### config.mk
export PLATFORM = sky130hd
export DESIGN_NAME = tpe_event_unit
export DESIGN_NICKNAME = d
export VERILOG_FILES = /design/src/design/tpe_pkg.sv /design/src/design/tpe_event_unit.sv /design/src/design/tpe_quad_dec.sv
export VERILOG_INCLUDE_DIRS = /design/src /design/src/design
export SDC_FILE = /design/constraint.sdc
export NUM_CORES = 2
export LEC_CHECK = 0
export BUFFER_PORTS_ARGS = -buffer_cell sky130_fd_sc_hd__clkbuf_2
export CAP_MARGIN = 20
export CORE_MARGIN = 8
export CORE_UTILIZATION = 35
export CTS_CLUSTER_SIZE = 40
export DETAILED_ROUTE_END_ITERATION = 8
export GPL_ROUTABILITY_DRIVEN = 0
export PLACE_DENSITY = 0.52
export SLEW_MARGIN = 25
export SYNTH_ARGS = -nofsm -noshare
export SYNTH_HDL_FRONTEND = slang
export SYNTH_SLANG_ARGS = --single-unit
### constraint.sdc
create_clock -name clk -period 8.8 [get_ports clk]
set_clock_uncertainty 0.2 [all_clocks]
set_input_delay 1.32 -clock clk [delete_from_list [all_inputs] [get_ports clk]]
set_output_delay 1.32 -clock clk [all_outputs]
set_load 0.01 [all_outputs]
### src/design/tpe_defines.svh
// Register offsets, field positions and reset values of the timer event block
`ifndef TPE_DEFINES_SVH
`define TPE_DEFINES_SVH

// Word index of each register inside a channel window of 16 bytes
`define TPE_REG_STAT 2'h0
`define TPE_REG_IEN 2'h1
`define TPE_REG_CTRL 2'h2
`define TPE_REG_CNT 2'h3

// Channel windows occupy 8'h00..8'hbf, capture latches start here
`define TPE_CAP_BASE 4'hc
`define TPE_NUM_CH 12
`define TPE_CH_PER_UNIT 6

// Flag and enable bit positions
`define TPE_BIT_A 0
`define TPE_BIT_B 1
`define TPE_BIT_C 2
`define TPE_BIT_D 3
`define TPE_BIT_V 4
`define TPE_BIT_U 5
`define TPE_BIT_DIR 6
`define TPE_BIT_ADC 7

// Control bit positions
`define TPE_CTRL_QUAD 0
`define TPE_CTRL_CAPSEL 1

// Reset values
`define TPE_RST_FLAGS 6'h00
`define TPE_RST_IEN 8'h00
`define TPE_RST_CTRL 2'h0
`define TPE_RST_CNT 16'h0000
`define TPE_CNT_MAX 16'hffff

`endif

### src/design/tpe_pkg.sv
// Types shared by the timer event block
package tpe_pkg;
	typedef logic [15:0] tpe_cnt_t;
	// Highest pending source of a channel, fixed order A, B, C, D, overflow, underflow
	typedef enum logic [2:0] {
		TPE_SRC_NONE = 3'h0,
		TPE_SRC_A = 3'h1,
		TPE_SRC_B = 3'h2,
		TPE_SRC_C = 3'h3,
		TPE_SRC_D = 3'h4,
		TPE_SRC_V = 3'h5,
		TPE_SRC_U = 3'h6
	} tpe_src_t;
endpackage

### src/design/tpe_event_unit.sv
// Event flags, enables and request outputs of a two-unit, twelve-channel timer
// How it works
// - Mode 4: B edge with A level sets direction; A edges never count.
// - Quadrature only on channels 1,2,4,5; pins A/B for 1,5, C/D for 2,4.
// - Wrap while counting up sets overflow; wrap counting down sets underflow.
// - Per channel: match/capture and overflow sources, underflow on 1,2,4,5 only, each flag plus enable.
// - Event sets its flag; request raised while flag and enable both one.
// - Request drops as soon as its flag is cleared.
// - Priority inside a channel is fixed; across channels left outside.
// - Registers A-D on channels 0 and 3, A-B elsewhere: sixteen per unit.
// - Match request when capture or compare sets flag and its enable is one.
// - Every channel has an overflow request, flag and enable gated.
// - Underflow request only on channels 1,2,4,5, flag and enable gated.
// - Only register A match request may start a DMA transfer.
// - Register A flag with converter trigger enable requests a conversion.
// - Only unit 0 may request conversions; unit 1 never does.
// - Unit 1 channels 6-11 mirror the interrupt set of channels 0-5.
// - Small variant: channels 4 and 5 have compare match, no capture.
// - Channel 1 count clock selectable as capture source of channel 0 B.
// - Channel 0 A and C matches selectable to capture channel 1 count.
// - DMA start clears the register A flag and its request.
`timescale 1ns/100ps
`default_nettype none
`include "tpe_defines.svh"
module tpe_event_unit #(
	parameter int NUM_CH = `TPE_NUM_CH,
	parameter bit SMALL_VARIANT = 1'b0
) (
	// Clock and reset
	input wire logic clk,
	input wire logic rst_n,
	// APB slave
	input wire logic psel,
	input wire logic penable,
	input wire logic pwrite,
	input wire logic [7:0] paddr,
	input wire logic [31:0] pwdata,
	output logic [31:0] prdata,
	output logic pready,
	output logic pslverr,
	// Phase pins, one per unit
	input wire logic [1:0] ext_clock_pin_a,
	input wire logic [1:0] ext_clock_pin_b,
	input wire logic [1:0] ext_clock_pin_c,
	input wire logic [1:0] ext_clock_pin_d,
	// Timer core events, four registers per channel
	input wire logic [NUM_CH-1:0] cnt_tick,
	input wire logic [NUM_CH*4-1:0] cmp_match,
	input wire logic [NUM_CH*4-1:0] cap_trig,
	// DMA controller
	input wire logic [NUM_CH-1:0] dma_start,
	output logic [NUM_CH-1:0] dma_req,
	// A/D converter, unit 0 only
	output logic [`TPE_CH_PER_UNIT-1:0] adc_req,
	// Interrupt controller
	output logic [NUM_CH*4-1:0] match_capture_irq,
	output logic [NUM_CH-1:0] overflow_irq,
	output logic [NUM_CH-1:0] underflow_irq,
	output logic [NUM_CH*3-1:0] irq_source
);
	// Per channel state
	logic [5:0] flag_r [NUM_CH];
	logic [5:0] armed_r [NUM_CH];
	logic [7:0] ien_r [NUM_CH];
	logic [1:0] ctrl_r [NUM_CH];
	tpe_pkg::tpe_cnt_t cnt_r [NUM_CH];
	logic dir_dn_r [NUM_CH];
	logic [5:0] irq_r [NUM_CH];
	logic [NUM_CH-1:0] dma_r;
	logic [`TPE_CH_PER_UNIT-1:0] adc_r;
	tpe_pkg::tpe_src_t src_r [NUM_CH];
	tpe_pkg::tpe_cnt_t cap_r [4];
	logic [NUM_CH-1:0] cnt_clk;
	logic [31:0] rd_ch [NUM_CH];
	logic [31:0] prdata_r;

	// Bus decode; the slave never stretches, so every access ends in its first access cycle
	logic acc;
	logic wr;
	logic rd;
	logic [3:0] a_ch;
	logic [1:0] a_reg;
	logic ch_hit;
	logic cap_hit;
	logic bad_addr;
	assign acc = psel & penable;
	assign wr = acc & pwrite;
	assign rd = acc & ~pwrite;
	assign a_ch = paddr[7:4];
	assign a_reg = paddr[3:2];
	assign ch_hit = (32'(a_ch) < NUM_CH);
	assign cap_hit = (a_ch == `TPE_CAP_BASE);
	assign bad_addr = (~ch_hit & ~cap_hit) | (paddr[1:0] != 2'h0);
	assign pready = 1'b1;
	assign pslverr = acc & bad_addr;
	assign prdata = prdata_r;

	// Read data registered at the setup-phase edge so the master samples it one edge later
	logic [31:0] rd_mux;
	assign rd_mux = bad_addr ? 32'h0000_0000 :
		cap_hit ? {16'h0000, cap_r[paddr[3:2]]} : rd_ch[a_ch];
	always_ff @(posedge clk or negedge rst_n) begin
		if (!rst_n) begin
			prdata_r <= 32'h0000_0000;
		end else if (psel & ~penable & ~pwrite) begin
			prdata_r <= rd_mux;
		end
	end

	genvar ch;
	generate
		for (ch = 0; ch < NUM_CH; ch++) begin : g_ch
			localparam int LC = ch % `TPE_CH_PER_UNIT;
			localparam int UN = ch / `TPE_CH_PER_UNIT;
			localparam bit HAS_CD = (LC == 0) || (LC == 3);
			localparam bit HAS_QUAD = !HAS_CD;
			localparam bit HAS_CAP = !(SMALL_VARIANT && (LC >= 4));
			localparam logic [5:0] EXIST = {HAS_QUAD, 1'b1, HAS_CD, HAS_CD, 2'h3};
			localparam logic [7:0] IEN_MASK = {(UN == 0), 1'b0, EXIST};

			logic q_up;
			logic q_dn;
			logic up;
			logic dn;
			logic ovf;
			logic unf;
			logic [3:0] xroute;
			logic [5:0] ev;
			logic [5:0] clr;
			logic [5:0] flag_nxt;
			logic sel_here;
			logic wr_stat;
			logic wr_ien;
			logic wr_ctrl;
			logic wr_cnt;
			tpe_pkg::tpe_src_t src_nxt;

			// Phase pin pairing per channel position
			if (HAS_QUAD) begin : g_quad
				logic pa;
				logic pb;
				assign pa = (LC == 1 || LC == 5) ? ext_clock_pin_a[UN] : ext_clock_pin_c[UN];
				assign pb = (LC == 1 || LC == 5) ? ext_clock_pin_b[UN] : ext_clock_pin_d[UN];
				tpe_quad_dec u_dec (
					.clk(clk),
					.rst_n(rst_n),
					.phase_a(pa),
					.phase_b(pb),
					.cnt_up(q_up),
					.cnt_dn(q_dn)
				);
			end else begin : g_noquad
				assign q_up = 1'b0;
				assign q_dn = 1'b0;
			end

			// Count source: decoder in quadrature mode, core tick otherwise
			assign up = ctrl_r[ch][`TPE_CTRL_QUAD] ? q_up : cnt_tick[ch];
			assign dn = ctrl_r[ch][`TPE_CTRL_QUAD] & q_dn;
			assign cnt_clk[ch] = up | dn;
			assign ovf = up & (cnt_r[ch] == `TPE_CNT_MAX);
			assign unf = dn & (cnt_r[ch] == `TPE_RST_CNT);

			// Cross-channel capture sources
			if (LC == 0) begin : g_x0
				assign xroute = {2'h0, ctrl_r[ch][`TPE_CTRL_CAPSEL] & cnt_clk[ch+1], 1'b0};
			end else if (LC == 1) begin : g_x1
				assign xroute = {2'h0,
					ctrl_r[ch][`TPE_CTRL_CAPSEL] & cmp_match[(ch-1)*4+2],
					ctrl_r[ch][`TPE_CTRL_CAPSEL] & cmp_match[(ch-1)*4]};
				// Latch the up/down count at each control period
				always_ff @(posedge clk or negedge rst_n) begin
					if (!rst_n) begin
						cap_r[UN*2] <= `TPE_RST_CNT;
						cap_r[UN*2+1] <= `TPE_RST_CNT;
					end else begin
						if (xroute[0])
							cap_r[UN*2] <= cnt_r[ch];
						if (xroute[1])
							cap_r[UN*2+1] <= cnt_r[ch];
					end
				end
			end else begin : g_xn
				assign xroute = 4'h0;
			end

			// Event set and clear terms; a set in the clearing cycle wins
			assign ev = EXIST & {unf, ovf,
				cmp_match[ch*4+:4] | (HAS_CAP ? cap_trig[ch*4+:4] : 4'h0) | xroute};
			assign sel_here = ch_hit & (32'(a_ch) == ch) & (paddr[1:0] == 2'h0);
			assign wr_stat = wr & sel_here & (a_reg == `TPE_REG_STAT);
			assign wr_ien = wr & sel_here & (a_reg == `TPE_REG_IEN);
			assign wr_ctrl = wr & sel_here & (a_reg == `TPE_REG_CTRL);
			assign wr_cnt = wr & sel_here & (a_reg == `TPE_REG_CNT);
			assign clr = ({6{wr_stat}} & ~pwdata[5:0] & armed_r[ch])
				| {5'h00, dma_start[ch] & dma_r[ch]};
			assign flag_nxt = (flag_r[ch] & ~clr) | ev;

			// Flags and their read-as-one arming
			always_ff @(posedge clk or negedge rst_n) begin
				if (!rst_n) begin
					flag_r[ch] <= `TPE_RST_FLAGS;
					armed_r[ch] <= 6'h00;
				end else begin
					flag_r[ch] <= flag_nxt;
					if (rd & sel_here & (a_reg == `TPE_REG_STAT))
						armed_r[ch] <= armed_r[ch] | flag_r[ch];
					else if (wr_stat)
						armed_r[ch] <= 6'h00;
				end
			end

			// Enables, control and counter; bits without a source stay zero
			always_ff @(posedge clk or negedge rst_n) begin
				if (!rst_n) begin
					ien_r[ch] <= `TPE_RST_IEN;
					ctrl_r[ch] <= `TPE_RST_CTRL;
					cnt_r[ch] <= `TPE_RST_CNT;
					dir_dn_r[ch] <= 1'b0;
				end else begin
					if (wr_ien)
						ien_r[ch] <= pwdata[7:0] & IEN_MASK;
					if (wr_ctrl)
						ctrl_r[ch] <= pwdata[1:0] & {LC <= 1, HAS_QUAD};
					// A bus write beats a count in the same cycle
					if (wr_cnt)
						cnt_r[ch] <= pwdata[15:0];
					else if (up)
						cnt_r[ch] <= cnt_r[ch] + 16'h0001;
					else if (dn)
						cnt_r[ch] <= cnt_r[ch] - 16'h0001;
					if (up | dn)
						dir_dn_r[ch] <= dn;
				end
			end

			// Fixed order inside a channel: A, B, C, D, overflow, underflow
			always_comb begin
				src_nxt = tpe_pkg::TPE_SRC_NONE;
				if (flag_nxt[`TPE_BIT_U] & ien_r[ch][`TPE_BIT_U])
					src_nxt = tpe_pkg::TPE_SRC_U;
				if (flag_nxt[`TPE_BIT_V] & ien_r[ch][`TPE_BIT_V])
					src_nxt = tpe_pkg::TPE_SRC_V;
				if (flag_nxt[`TPE_BIT_D] & ien_r[ch][`TPE_BIT_D])
					src_nxt = tpe_pkg::TPE_SRC_D;
				if (flag_nxt[`TPE_BIT_C] & ien_r[ch][`TPE_BIT_C])
					src_nxt = tpe_pkg::TPE_SRC_C;
				if (flag_nxt[`TPE_BIT_B] & ien_r[ch][`TPE_BIT_B])
					src_nxt = tpe_pkg::TPE_SRC_B;
				if (flag_nxt[`TPE_BIT_A] & ien_r[ch][`TPE_BIT_A])
					src_nxt = tpe_pkg::TPE_SRC_A;
			end

			// Requests follow flag AND enable, registered at the same edge as the flag
			always_ff @(posedge clk or negedge rst_n) begin
				if (!rst_n) begin
					irq_r[ch] <= 6'h00;
					dma_r[ch] <= 1'b0;
					src_r[ch] <= tpe_pkg::TPE_SRC_NONE;
				end else begin
					irq_r[ch] <= flag_nxt & ien_r[ch][5:0];
					dma_r[ch] <= flag_nxt[`TPE_BIT_A] & ien_r[ch][`TPE_BIT_A];
					src_r[ch] <= src_nxt;
				end
			end

			if (UN == 0) begin : g_adc
				always_ff @(posedge clk or negedge rst_n) begin
					if (!rst_n)
						adc_r[LC] <= 1'b0;
					else
						adc_r[LC] <= flag_nxt[`TPE_BIT_A] & ien_r[ch][`TPE_BIT_ADC];
				end
			end

			// Output and read-back wiring
			assign match_capture_irq[ch*4+:4] = irq_r[ch][3:0];
			assign overflow_irq[ch] = irq_r[ch][`TPE_BIT_V];
			assign underflow_irq[ch] = irq_r[ch][`TPE_BIT_U];
			assign irq_source[ch*3+:3] = src_r[ch];
			assign rd_ch[ch] = (a_reg == `TPE_REG_STAT) ? {25'h0, dir_dn_r[ch], flag_r[ch]} :
				(a_reg == `TPE_REG_IEN) ? {24'h0, ien_r[ch]} :
				(a_reg == `TPE_REG_CTRL) ? {30'h0, ctrl_r[ch]} : {16'h0, cnt_r[ch]};
		end
	endgenerate

	// Unit 1 has no converter path at all
	assign dma_req = dma_r;
	assign adc_req = adc_r;
endmodule
`default_nettype wire

### src/design/tpe_quad_dec.sv
// Two-phase pin synchroniser and up/down decoder for quadrature counting mode 4
`timescale 1ns/100ps
`default_nettype none
module tpe_quad_dec (
	// Clock and reset
	input wire logic clk,
	input wire logic rst_n,
	// Raw phase pins
	input wire logic phase_a,
	input wire logic phase_b,
	// Count pulses
	output logic cnt_up,
	output logic cnt_dn
);
	logic [1:0] a_sync_r;
	logic [1:0] b_sync_r;
	logic b_prev_r;
	logic b_rise;
	logic b_fall;

	// Two stages before any logic looks at the pins
	always_ff @(posedge clk or negedge rst_n) begin
		if (!rst_n) begin
			a_sync_r <= 2'h0;
			b_sync_r <= 2'h0;
			b_prev_r <= 1'b0;
		end else begin
			a_sync_r <= {a_sync_r[0], phase_a};
			b_sync_r <= {b_sync_r[0], phase_b};
			b_prev_r <= b_sync_r[1];
		end
	end

	// Only phase B edges count, phase A level gives the direction
	assign b_rise = b_sync_r[1] & ~b_prev_r;
	assign b_fall = ~b_sync_r[1] & b_prev_r;
	assign cnt_up = (b_rise & a_sync_r[1]) | (b_fall & ~a_sync_r[1]);
	assign cnt_dn = (b_fall & a_sync_r[1]) | (b_rise & ~a_sync_r[1]);
endmodule
`default_nettype wire

Word level (Yosys, flattened, before mapping). Index checks and enable logic that the tools add are counted.

Register bits: 676. Latch bits: 0. Bits in writable memories: 0. Bits in read-only memories: 0. Bits of input ports: 173. Output and inout port bits: 160. Word-level logic and storage cells: 816. Memories kept: 0.

Add/sub/neg operators: 20. Multipliers: 0. Divide/modulo/power cells: 0. Order comparisons: 3. Eq/ne operators: 27. Shift operators: 0. Muxes and demuxes: 160. Bitwise operators: 433. Reductions and logical operators: 36.

Operator list (number): 16-bit 2-to-1 mux (70); 1-bit AND (265); 6-bit AND (44); 16-bit by 1-bit adder with 16-bit output (second input constant) (12); 16-bit == test (second input constant) (12); 3-bit 2-to-1 mux (52); 6-bit 2-to-1 mux (24); 32-bit binary-select mux with 4-bit select (1); 16-bit logical NOT (8); 32-bit 2-to-1 mux (4); 16-bit by 1-bit subtractor with 16-bit output (second input constant) (8); 6-bit bitwise OR (20); 6-bit NOT (13); 6-bit by 1-bit bitwise OR with 6-bit output (12); 2-bit nonzero test (17); 16-bit binary-select mux with 2-bit select (1); 1-bit NOT (28); 1-bit bitwise OR (25); 6-bit by 5-bit AND with 6-bit output (4); 6-bit by 5-bit bitwise OR with 6-bit output (4); 3-bit nonzero test (8); 4-bit == test (second input constant) (5); 2-bit bitwise OR (10); 4-bit by 3-bit == test with 1-bit output (second input constant) (4); other kinds (14) (28).

Logic depth before layout (Yosys ltp).
Depth in word-level cells: 17. Mapped depth: 14. Depth with buffers taken out: 14.

Modules after synthesis. Synthesis repeated with hierarchy kept, for this count alone.

Cells, all modules: 3511. Area, all modules: 34690.8 µm².

By module, submodules not included: tpe_event_unit (times used 1, cells an instance 3439, area each 33419.6 µm², seq. area each 14714.1 µm²); tpe_quad_dec (times used 8, cells an instance 9, area each 158.9 µm², seq. area each 125.1 µm²).

Worst setup path after synthesis. OpenSTA, ideal clock, no wires.

Path kind: input to register. Start point: in cnt_tick[11]. End point: reg cnt_r[12] in the netlist's numbering. Setup time: 0.065 ns. Arrival time: 4.028 ns. Data required time: 8.535 ns. Path slack: 4.507 ns. Stages: 12. Buffers on the path: 0. Cells stage by stage: nor2_1 a21oi_1 inv_1 fa_1 a21o_1 a21oi_1 o21bai_1 a2111oi_0 o41ai_1 xnor2_1 o211ai_1 o21a_1.

Word-level cells in the longest chain between the ends: 3. Elaborated cells on any way between the ends: 4. Those cells by class: mux (3); reduce/logical (1).

RTL lines: start: declaration (RTL line tpe_event_unit.sv:47) `input wire logic [NUM_CH-1:0] cnt_tick,`; 1-bit 2-to-1 mux * (RTL line tpe_event_unit.sv:158) `` assign up = ctrl_r[ch][`TPE_CTRL_QUAD] ? q_up : cnt_tick[ch]; ``; 16-bit 2-to-1 mux (RTL line tpe_event_unit.sv:228) `else if (up)`; 16-bit 2-to-1 mux (RTL line tpe_event_unit.sv:226) `if (wr_cnt)`; end signal: indexed assignment (RTL line tpe_event_unit.sv:227) `cnt_r[ch] <= pwdata[15:0];`; end signal: indexed assignment (RTL line tpe_event_unit.sv:229) `cnt_r[ch] <= cnt_r[ch] + 16'h0001;`; end signal: indexed assignment (RTL line tpe_event_unit.sv:231) `cnt_r[ch] <= cnt_r[ch] - 16'h0001;`; end: declaration (RTL line tpe_event_unit.sv:66) `tpe_pkg::tpe_cnt_t cnt_r [NUM_CH];`.

Mark *: on every way between the ends. The rest lies on a longest branch, timed or not. A chain may end at the register's enable or synchronous reset.

Worst setup path after layout.
Start point: in paddr[4]. End point: out pslverr.

Word-level cells in the longest chain between the ends: 5. Elaborated cells on any way between the ends: 7. Those cells by class: order compare (1); eq/ne (1); bitwise (5).

RTL lines: start: declaration (RTL line tpe_event_unit.sv:36) `input wire logic [7:0] paddr,`; 4-bit less-than comparator / 4-bit == test (equally long branches); 1-bit NOT (RTL line tpe_event_unit.sv:93) `assign bad_addr = (~ch_hit & ~cap_hit) | (paddr[1:0] != 2'h0);`; 1-bit AND * (RTL line tpe_event_unit.sv:93); 1-bit bitwise OR * (RTL line tpe_event_unit.sv:93); 1-bit AND * (RTL line tpe_event_unit.sv:95) `assign pslverr = acc & bad_addr;`; end: declaration (RTL line tpe_event_unit.sv:40) `output logic pslverr,`.

Marks and branches as above.

==> results.ini <==
[status]
status=completed

[drt]
detailedRoute.firstIterationViolations=2846
vias=28273
drtAntennaViolNets=0
routed_wire_length_per_instance_um=25.26
viasPerCell=5.685
drt_pre_antenna_iters=5
drt_drc_violations_left=0
route.final.wire_length_mm=125.6

[yosys]
synth.distinct_cells=81
yosysMostFrequentCell=dfrtp_1
ys_dominant_reg_cell=dfrtp_1
netlist.area_leader.share_pct=44.98
post_synth_instance_area_mm2=0.03382
synth.cells.most_frequent=dfrtp_1, nand2_1, nor2_1
ys.warnings.count=0
synthCells=3437
syn_area_cell_um2=9.841
flip_flop_and_latch_count_after_synthesis=608
ys_seq_area_share_pct=44.98
post_synth_main_area_contributors=dfrtp_1, mux2_2, a21oi_1
yosys_top_cell_by_area=dfrtp_1
synthArstFlopShare_pct=100.0
synth_enable_flop_cells=0

[pwr]
power_density_mw_per_mm2=271.5
highest_ir_drop_seen_on_vdd_mv=0.1265
leakagePower_nw=17.70

[timing]
totalNegativeSetupSlack_ns=0
hold_viol_final=0
slew_viol_final=0
period_share_pct=59.87
layout_min_cycle_time_ns=5.269
grt_setup_unrepaired=no
setup_violations=0
maxSlewHeadroom_pct=24.80
max_slew.worst_pin.slew_ns=1.118
achievable-frequency_ghz=0.1898

[die]
start_util_pct=35.13
floorplan.die.width_um=326.9
fp-row-count=114
vertical_extent_of_the_die_um=326.9
io-pin-count=333
core_mm2=0.09628
fp.dieArea_mm2=0.1068

[clocking]
ctsResizeCount=0
cts-htree-levels=3
clock-root-buffer=clkbuf_16
clkLatencyLatePin_ns=0.63
clk_transition_reported_paths_ns=0.06
cts_setup_buffers=0
tritoncts.num_buffers=70
clock-sinks=608
tritoncts=built
cts.hold.buffers_added=0
clk_path_buf_depth=3

[cells_and_area]
final_cell_count_no_fill=4973
area.growth.synth_to_final_pct=14.18
final_instance_area_mm2=0.03862
layout.core_utilization_pct=40.11
finalNetCount=3936
post_route_cells_drive_above_1_share_pct=17.11

[worst_setup_path]
path_max_fanout=21
crit_end_element=output port
critPathCapture=pslverr
regToRegEndpoint=cnt_r[106]
start_kind=primary input
worst-r2r-cell-count=13
critical_path.reg2reg.startpoint=g_ch[1].g_quad.u_dec.b_prev_r
timing.reg2reg.setup_slack_ns=3.72
critical_path_rt_ns=7.28
setup.worst_path.start=paddr[4]
critPathKind=in2out
timing.critical_path.arrival_ns=3.75

[global_routing]
grt_max_degree=161
antenna_found_initial=7
globalRouteOverflowTotal=0
grt_pass1_vias=27577
grt_usage_pct=22.87
grt_first_pass_wirelength_mm=186.1

[place]
detailed_place.area_mm2=0.03622
dp.final_hpwl_mm=90.48
placed_cells=4842
io_buffers=247

[flow_run]
timing.max_cap.violations=0

[worst_hold_path]
timing.hold.worst.class=reg2reg
hold_depth=0

-- state kept, by name (all words and copies together), names as in the netlist, 12 cells and up --
signal	cells
armed_r	72
cap_r	64
cnt_r	192
ctrl_r	12
flag_r	72
ien_r	58
irq_source	36
match_capture_irq	32
overflow_irq	12
prdata	16
-- metrics by stage --
stage	setup WS [ns]	power, mW	hold WS, ns
after floorplan	4.507	6.306	0.1312
after global placement	3.128	7.406	0.1316
after detailed placement	3.177	7.445	0.1347
after CTS	3.566	10.50	0.1492
after global routing	3.452	11.10	0.1546
final	3.531	10.49	0.1493
-- worst max-delay path, cell delays in order --
cell,delay [ns]
clkbuf_2,0.45
buf_4,0.45
or2_2,0.35
a31oi_1,0.77
nor2_1,0.20
clkbuf_2,0.20
-- worst min path at each step --
stage                                                 start                                end  slack [ns]
final                     g_ch[10].g_quad.u_dec.a_sync_r[0]  g_ch[10].g_quad.u_dec.a_sync_r[1]        0.15
after floorplan           g_ch[10].g_quad.u_dec.a_sync_r[0]  g_ch[10].g_quad.u_dec.a_sync_r[1]        0.13
after global routing      g_ch[10].g_quad.u_dec.b_sync_r[0]  g_ch[10].g_quad.u_dec.b_sync_r[1]        0.15
after detailed placement  g_ch[10].g_quad.u_dec.b_sync_r[0]  g_ch[10].g_quad.u_dec.b_sync_r[1]        0.13
after global placement     g_ch[4].g_quad.u_dec.b_sync_r[0]   g_ch[2].g_quad.u_dec.b_sync_r[1]        0.13
after CTS                 g_ch[10].g_quad.u_dec.b_sync_r[0]  g_ch[10].g_quad.u_dec.b_sync_r[1]        0.15
-- final cells by class --
type | instances | area, um2
fill | 9507 | 57660
multi-input combinational | 2569 | 17400
sequential | 608 | 15210
clock buffer | 107 | 2135
timing repair buffer | 298 | 1692
tap | 1276 | 1597
inverter | 92 | 345.3
clock inverter | 19 | 226.5
antenna | 4 | 10.01
-- cells in the final DEF (no fill, tap or decap), types with 60 or more instances in the layout --
| cell type | instances |
|---|---|
| ha_1 | 116 |
| mux2_2 | 135 |
| mux2i_1 | 64 |
| o21ai_0 | 227 |
| nand4_1 | 60 |
| mux4_2 | 62 |
| nand2_1 | 359 |
| xnor2_1 | 90 |
| xor2_1 | 74 |
| nor2_1 | 331 |
| nand3_1 | 62 |
| clkbuf_2 | 243 |
| dfrtp_1 | 608 |
| inv_1 | 92 |
| clkbuf_16 | 73 |
| a31oi_1 | 65 |
| a21oi_1 | 291 |
-- routing by layer --
layer / wire length [um] / vias up / global-route usage [%] / part of all wire, %
met3: 9667 / 233 / 4.171 / 7.7
met2: 55490 / 1133 / 34.92 / 44
li1: - / 12857 / - / -
met1: 55380 / 14044 / 32.06 / 44
met4: 5023 / 6 / 8.944 / 4.0
met5: 37 / - / 0 / 0.029
-- power breakdown --
group / switching, mW / internal [mW]
logic: 1.79 / 1.53
registers: 0.902 / 3.23
clock network: 1.25 / 1.79
-- cell families (layout without fill, tap and decap cells) --
kind of cell / count (synthesis) / count (layout) / share of synthesized area (%)
other: 2 / 41 / 0.02220
adder cells (fa/ha/maj): 124 / 124 / 4.765
XOR/XNOR: 164 / 164 / 4.247
flip-flops: 608 / 608 / 44.98
multiplexers: 261 / 261 / 10.52
AO/OA/AOI/OAI: 929 / 929 / 17.04
buffers and inverters: 295 / 516 / 4.043
AND/OR/NAND/NOR: 1054 / 1054 / 14.38
Power figures use the tool's default switching activity.
